==> src/inc/wdt_pkg.sv <==
// Constants for the 16-bit watchdog timer: register map, control fields,
// reset values and prescaler terminal counts.
// Assumes a 32-bit APB register bus and a 100 MHz pclk.
package wdt_pkg;
    // ==========================================================
    // Register byte addresses
    // ==========================================================
    localparam logic [31:0] ADDR_RELOAD  = 32'hFFFF_0360;
    localparam logic [31:0] ADDR_COUNT   = 32'hFFFF_0364;
    localparam logic [31:0] ADDR_CONTROL = 32'h0FFF_0368;
    localparam logic [31:0] ADDR_REFRESH = 32'hFFFF_036C;

    // ==========================================================
    // Reset values
    // ==========================================================
    localparam logic [15:0] RST_RELOAD  = 16'h0040;
    localparam logic [15:0] RST_COUNT   = 16'h0040;
    localparam logic [15:0] RST_CONTROL = 16'h0000;

    // ==========================================================
    // Control field positions
    // ==========================================================
    localparam int CTL_UP      = 8;
    localparam int CTL_ENABLE  = 7;
    localparam int CTL_PERIOD  = 6;
    localparam int CTL_WDOG    = 5;
    localparam int CTL_PRE_HI  = 3;
    localparam int CTL_PRE_LO  = 2;
    localparam int CTL_IRQ_EN  = 1;
    localparam int CTL_PD_STOP = 0;
    // Bits that hold state; reserved bits 15:9 and 4 read as zero.
    localparam logic [15:0] CTL_MASK = 16'h01EF;

    // ==========================================================
    // Prescaler selections and terminal counts
    // ==========================================================
    localparam logic [1:0] PRE_DIV1   = 2'h0;
    localparam logic [1:0] PRE_DIV16  = 2'h1;
    localparam logic [1:0] PRE_DIV256 = 2'h2;
    localparam logic [7:0] TERM_DIV1   = 8'h00;
    localparam logic [7:0] TERM_DIV16  = 8'h0F;
    localparam logic [7:0] TERM_DIV256 = 8'hFF;

    // ==========================================================
    // Counter limits and nominal timing
    // ==========================================================
    localparam logic [15:0] CNT_ZERO = 16'h0000;
    localparam logic [15:0] CNT_FULL = 16'hFFFF;
    localparam int OSC_HZ        = 32768;
    localparam int MAX_TIMEOUT_S = 512;
endpackage : wdt_pkg

==> src/logic/wdt_timer.sv <==
// 16-bit timer with watchdog mode, reached over APB.
// Assumes presetn is the power-on reset only, and that the slow
// oscillator, debug halt and power-down levels arrive asynchronously.
//
// Function
// - Control bit 5 enters watchdog operation.
// - Watchdog counts down from reload to zero.
// - Full reload at /256 gives 512 s.
// - At zero: interrupt if bit 1, else reset.
// - Refresh write reloads counter, restarts timeout.
// - Watchdog locks reload and control registers.
// - Only power-on reset clears the timer.
// - Counter stops while debugger holds core.
// - Bit 0 stops counting during power-down.
// - Slow oscillator through /1, /16, /256.
// - Overflow reloads counter from reload register.
// - Normal mode refresh write clears interrupt.
// - Control bit 8 selects count direction.
// - Control bit 7 enables the counter.
// - Bit 6 periodic reload, else free run.
// - Reload and count are 16-bit; count read-only.
//
// Our own choice: register access over APB.
`timescale 1ns/1ps
module wdt_timer
    import wdt_pkg::*;
(
    // APB clock and power-on reset
    input  wire logic        pclk,
    input  wire logic        presetn,
    // APB slave
    input  wire logic        psel,
    input  wire logic        penable,
    input  wire logic        pwrite,
    input  wire logic [31:0] paddr,
    input  wire logic [31:0] pwdata,
    output logic      [31:0] prdata,
    output logic             pready,
    output logic             pslverr,
    // Asynchronous inputs
    input  wire logic        lp_osc_clk,
    input  wire logic        debug_halt,
    input  wire logic        periph_powerdown,
    // Timer events
    output logic             wdt_irq,
    output logic             wdt_reset_req
);
    // ==========================================================
    // Synchronisers
    // ==========================================================
    // Three stages each; an edge counts while stage two is high and stage three is still low.
    logic [2:0] osc_s_q;
    logic [2:0] halt_s_q;
    logic [2:0] pd_s_q;

    always_ff @(posedge pclk or negedge presetn)
    begin
        if (!presetn)
        begin
            osc_s_q  <= 3'h0;
            halt_s_q <= 3'h0;
            pd_s_q   <= 3'h0;
        end
        else
        begin
            osc_s_q  <= {osc_s_q[1:0], lp_osc_clk};
            halt_s_q <= {halt_s_q[1:0], debug_halt};
            pd_s_q   <= {pd_s_q[1:0], periph_powerdown};
        end
    end

    wire osc_edge = osc_s_q[1] & ~osc_s_q[2];
    wire halted   = halt_s_q[2];
    wire pd_level = pd_s_q[2];

    // ==========================================================
    // Registers
    // ==========================================================
    // Only presetn clears these; other system resets never reach them.
    logic [15:0] reload_q;
    logic [15:0] cnt_q;
    logic [15:0] ctrl_q;
    logic [7:0]  ps_q;
    logic        step_q;
    logic        irq_q;
    logic        rst_req_q;
    logic [31:0] prdata_q;
    logic        pready_q;
    logic        pslverr_q;

    wire up_mode   = ctrl_q[CTL_UP];
    wire enabled   = ctrl_q[CTL_ENABLE];
    wire periodic  = ctrl_q[CTL_PERIOD];
    wire wd_mode   = ctrl_q[CTL_WDOG];
    wire irq_en    = ctrl_q[CTL_IRQ_EN];
    wire pd_stop   = ctrl_q[CTL_PD_STOP];
    wire [1:0] pre = ctrl_q[CTL_PRE_HI:CTL_PRE_LO];

    // ==========================================================
    // APB decode
    // ==========================================================
    // One wait state: pready rises in the second access cycle, so that
    // read data and the error flag can come straight from flip-flops.
    wire acc       = psel & penable;
    wire fire      = acc & pready_q;
    wire hit_rel   = (paddr == ADDR_RELOAD);
    wire hit_cnt   = (paddr == ADDR_COUNT);
    wire hit_ctl   = (paddr == ADDR_CONTROL);
    wire hit_ref   = (paddr == ADDR_REFRESH);
    wire mapped    = hit_rel | hit_cnt | hit_ctl | hit_ref;
    wire wr        = fire & pwrite;
    wire wr_rel    = wr & hit_rel & ~wd_mode;
    wire wr_ctl    = wr & hit_ctl & ~wd_mode;
    wire wr_ref    = wr & hit_ref;
    wire wd_entry  = wr_ctl & pwdata[CTL_WDOG];

    // The count register is read-only and refresh reads as zero.
    wire [31:0] rd_mux = hit_rel ? {16'h0000, reload_q} :
                         hit_cnt ? {16'h0000, cnt_q} :
                         hit_ctl ? {16'h0000, ctrl_q} :
                         32'h0000_0000;

    wire pready_d  = acc & ~pready_q;
    wire [31:0] prdata_d  = (pready_d & ~pwrite) ? rd_mux : 32'h0000_0000;
    wire pslverr_d = pready_d & ~mapped;

    always_ff @(posedge pclk or negedge presetn)
    begin
        if (!presetn)
        begin
            pready_q  <= 1'b0;
            prdata_q  <= 32'h0000_0000;
            pslverr_q <= 1'b0;
        end
        else
        begin
            pready_q  <= pready_d;
            prdata_q  <= prdata_d;
            pslverr_q <= pslverr_d;
        end
    end

    // ==========================================================
    // Configuration
    // ==========================================================
    // Reserved control bits are dropped on write, so they read as zero.
    wire [15:0] ctrl_d   = wr_ctl ? (pwdata[15:0] & CTL_MASK) : ctrl_q;
    wire [15:0] reload_d = wr_rel ? pwdata[15:0] : reload_q;

    always_ff @(posedge pclk or negedge presetn)
    begin
        if (!presetn)
        begin
            ctrl_q   <= RST_CONTROL;
            reload_q <= RST_RELOAD;
        end
        else
        begin
            ctrl_q   <= ctrl_d;
            reload_q <= reload_d;
        end
    end

    // ==========================================================
    // Prescaler
    // ==========================================================
    // The reserved prescale code behaves as /256.
    wire [7:0] term = (pre == PRE_DIV1)  ? TERM_DIV1 :
                      (pre == PRE_DIV16) ? TERM_DIV16 :
                      TERM_DIV256;

    // Watchdog mode runs even with the enable bit clear, since the
    // control register can no longer be changed once it is entered.
    wire run = (enabled | wd_mode)
               & ~halted
               & ~(pd_level & pd_stop);

    wire       ps_wrap = osc_edge & run & (ps_q >= term);
    wire [7:0] ps_d    = ps_wrap ? 8'h00 :
                         (osc_edge & run) ? ps_q + 8'h01 : ps_q;

    always_ff @(posedge pclk or negedge presetn)
    begin
        if (!presetn)
        begin
            ps_q   <= 8'h00;
            step_q <= 1'b0;
        end
        else
        begin
            ps_q   <= ps_d;
            step_q <= ps_wrap;
        end
    end

    // ==========================================================
    // Counter
    // ==========================================================
    // Full reload at /256 gives 65536 * 256 / 32768 = 512 s.
    wire at_zero = (cnt_q == CNT_ZERO);
    wire at_full = (cnt_q == CNT_FULL);
    wire wd_evt  = step_q & wd_mode & at_zero;
    wire dn_evt  = step_q & ~wd_mode & ~up_mode & at_zero;
    wire up_evt  = step_q & ~wd_mode & up_mode & at_full;
    wire evt     = wd_evt | dn_evt | up_evt;

    wire [15:0] cnt_stepped =
        (up_mode & ~wd_mode) ? cnt_q + 16'h0001 :
                               cnt_q - 16'h0001;

    wire [15:0] cnt_d =
        wd_entry               ? reload_q :
        (wr_ref & wd_mode)     ? reload_q :
        wd_evt                 ? reload_q :
        ((dn_evt | up_evt) & periodic) ? reload_q :
        step_q                 ? cnt_stepped :
        cnt_q;

    always_ff @(posedge pclk or negedge presetn)
    begin
        if (!presetn)
            cnt_q <= RST_COUNT;
        else
            cnt_q <= cnt_d;
    end

    // ==========================================================
    // Events
    // ==========================================================
    // A new event in the cycle of a refresh write keeps the flag set.
    wire irq_set = wd_evt ? irq_en : evt;
    wire irq_d   = irq_set | (irq_q & ~wr_ref);
    wire rst_d   = wd_evt & ~irq_en;

    always_ff @(posedge pclk or negedge presetn)
    begin
        if (!presetn)
        begin
            irq_q     <= 1'b0;
            rst_req_q <= 1'b0;
        end
        else
        begin
            irq_q     <= irq_d;
            rst_req_q <= rst_d;
        end
    end

    assign prdata        = prdata_q;
    assign pready        = pready_q;
    assign pslverr       = pslverr_q;
    assign wdt_irq       = irq_q;
    assign wdt_reset_req = rst_req_q;
endmodule : wdt_timer

==> config.mk <==
export PLATFORM = sky130hd
export DESIGN_NAME = wdt_timer
export DESIGN_NICKNAME = d
export VERILOG_FILES = /design/src/inc/wdt_pkg.sv /design/src/logic/wdt_timer.sv
export SDC_FILE = /design/constraint.sdc
export NUM_CORES = 1
export LEC_CHECK = 0
export BUFFER_PORTS_ARGS = -buffer_cell sky130_fd_sc_hd__buf_4
export CORE_ASPECT_RATIO = 2
export CORE_MARGIN = 5
export CORE_UTILIZATION = 58
export CTS_CLUSTER_SIZE = 30
export DETAILED_ROUTE_END_ITERATION = 12
export PLACE_DENSITY = 0.85
export SYNTH_ARGS = -nofsm -noshare
export SYNTH_HDL_FRONTEND = slang
export SYNTH_SLANG_ARGS = --single-unit
==> constraint.sdc <==
create_clock -name pclk -period 5.45 [get_ports pclk]
set_input_delay 0.2725 -clock pclk [delete_from_list [all_inputs] [get_ports pclk]]
set_output_delay 0.2725 -clock pclk [all_outputs]
set_load 0.01 [all_outputs]
==> reports/metrics.yaml <==
status: "finished clean"
synth_top_area_share_pct: 41.7
setup_violations: 0
cp_top_family: "simple AND/OR/NAND/NOR gates"
cts_tree: "built"
synthesis.area_um2: 4560
antenna_left: 0
syn_inst: 449
numPortBuffers: 75
post-route-drc-count: 0
rsz0062_at_grt: "false"
initial_utilization_pct: 59.5
crit_type: "register to register"
fin_worst_skew_ps: 8.40
period_minus_slack_ps: 3620
netlist_top_cells_area: "dfrtp_1 42%, ha_1 6.9%, mux2_2 3.5%"
cp_max_fo: 17
power.ir.vdd_worst_mv: 0.232
die_area_um2: 9840
yosysWarnings: 0
antenna_found_initial: 0
clk_path_buf_depth: 2
power.leakage_uw: 0.00253
dp_hpwl_mm: 9.44
slowest_delay_ps: 710
cp_slowest_cell: "a2111oi_0"
cts.clk_slew.worst_paths_ps: 60
synth.avg_cell_area_um2: 10.2
multi_input_area_um2: 2410
die_w_um: 72.7
hold_viol: 0
wl_per_cell_um: 19.8
core.rowCount: 45
cts_sinks: 78
fmax_ghz: 0.277
ys_async_sr_fraction_pct: 100
holdBufCountCts: 0
worstHoldPathType: "input pin to register"
cts-root-buf: "clkbuf_16"
min_period_over_period_pct: 66.4
antenna_cells: 0
core_area_um2: 7660
synth_cell_types: 65
grt_pass1_wl_mm: 19.9
ys_seq_area_share_pct: 42.9
slew_violations: 0
placed_cell_area_um2: 5100
crit_arrival_ps: 3890
cts_resized: 0
max_cap_violations: 0
grt_overflow_total: 0
critPathRequiredTime_ps: 5720
seqCellArea_um2: 1950
clk_latency_ps: 340
fin_tns_setup_ps: 0
post-route-util_pct: 70.6
final_nets: 620
worst_setup_path_start_kind: "register"
critical_path.cell_chain: "nand2b_1 -> ha_1 -> and3_1 -> a2111oi_0 -> a211oi_1 -> or3_1 -> a21boi_0 -> nand3b_1"
grt_max_degree: 79
drt_iter0_drc: 325
max_slew_margin_pct: 28.2
worst_pin_slew_ps: 1070
critPathBufInv: 0
synth-edff-count: 0
gp_congestion: 0.922
syn_to_final_growth_pct: 18.6
power.density_nw_per_um2: 231
grtUsageTotal_pct: 26.3
vias_per_cell: 6.36
postCtsSetupBuffers: 0
io_pins: 108
mostFrequentLayoutCells: "76 x dfrtp_1, 75 x buf_4, 33 x nor2_1"
routed_wl_mm: 12.3
yosys_register_bits: 78
die_h_um: 135
via_count: 3952
critical_path.endpoint_type: "register"
first_global_vias: 4083
drive_gt1_share_pct: 22.4
fill_cells: 580
dr.pass1.iters: 6
fin_area_um2: 5410
htree_levels: 3
synth_flop_cell: "dfrtp_1"
yosysTopAreaCell: "dfrtp_1"
final_common_cell: "dfrtp_1"
cts_made_buffers: 9
==> worst paths after layout <==
kind                                            start                     to  slack (ps)  cells after the start
worst min-delay path                       debug_halt  halt_s_q[0]$_DFF_PN0_          40                      1
min in group asynchronous                     presetn   cnt_q[4]$_DFFE_PN0P_          70                      1
worst min register to register    pd_s_q[0]$_DFF_PN0_    pd_s_q[1]$_DFF_PN0_         340                      0
max in group asynchronous                     presetn    prdata[5]$_DFF_PN0_        4740                      1
worst max register to register  ctrl_q[5]$_DFFE_PN0N_  cnt_q[15]$_DFFE_PN0P_        1830                      8
worst max-delay path            ctrl_q[5]$_DFFE_PN0N_  cnt_q[15]$_DFFE_PN0P_        1830                      8
==> cells by family (layout without fill, tap and decap cells) <==
kind of cell / count (synthesis) / in the layout / synth area share (%)
AO/OA/AOI/OAI: 108 / 108 / 16.5
adder cells (fa/ha/maj): 26 / 26 / 7.30
multiplexers: 24 / 24 / 5.93
flip-flops: 78 / 78 / 42.9
other: 1 / 16 / 0.0822
buffers and inverters: 43 / 106 / 5.49
AND/OR/NAND/NOR: 157 / 157 / 19.5
XOR/XNOR: 12 / 12 / 2.31
==> layout make-up <==
class                           count  share of cell area [%]
Inverter                           15                    1.04
Clock buffer                        9                    4.16
Clock inverter                      7                    1.48
Sequential cell                    78                    36.1
Tap cell                           94                    2.17
Timing Repair Buffer               75                    10.4
Multi-Input combinational cell    343                    44.6
==> cell usage after synthesis, types with 3 or more instances <==
cell	n
dfrtp_1	76
nor2_1	33
nand2_1	26
ha_1	25
o21ai_0	24
a22oi_1	18
nor3_1	18
buf_4	17
a21oi_1	15
inv_1	15
mux2_2	14
nand4_1	14
mux2_1	10
a222oi_1	9
a21o_1	8
nor4_1	8
xor2_1	8
and3_1	7
nand3_1	7
nor2b_1	6
or3_1	6
a211oi_1	5
nand2b_1	5
a22o_1	4
clkbuf_1	4
xnor2_1	4
a221oi_1	3
a31oi_1	3
buf_6	3
nand4b_1	3
or2_2	3
==> through the flow <==
stage               hold WS (ps)  setup slack [ps]  power, uW  cells
finish                      41.3              1830       1250    621
floorplan                  -23.1              2520        616    464
global placement             335              2060        655    605
CTS                         33.8              1950       1260    621
global route                31.4              1690       1290    621
detailed placement           337              1980        657    605
==> report_power, final <==
part / total, uW / switching [uW] / leakage, uW / internal [uW]
sequential: 585 / 1.96 / 0.00103 / 583
combinational: 61.0 / 31.7 / 0.00135 / 29.3
clock: 605 / 245 / 0.000148 / 361
==> flip-flops by register name, indices dropped and copies added (netlist names) <==
signal,count
wdt_irq,1
pready,1
halt_s_q,3
pd_s_q,3
prdata,16
osc_s_q,3
step_q,1
reload_q,16
cnt_q,16
ctrl_q,8
pslverr,1
ps_q,8
wdt_reset_req,1
==> metal layers <==
metal	vias to the layer above	global-route usage (%)	wire length, um
met4	0	16.0	715
met1	1946	27.8	4140
met2	137	47.5	7030
met3	44	3.71	439
met5	-	0	0
li1	1825	-	-
==> worst register-to-register path, cell delays in order, from the launching register on <==
cell and delay, ps:
dfrtp_1 600, nand2b_1 680, ha_1 440, and3_1 220, a2111oi_0 710, a211oi_1 240, or3_1 420, a21boi_0 150
nand3b_1 120
No activity file was read; power rests on OpenSTA's default activity.
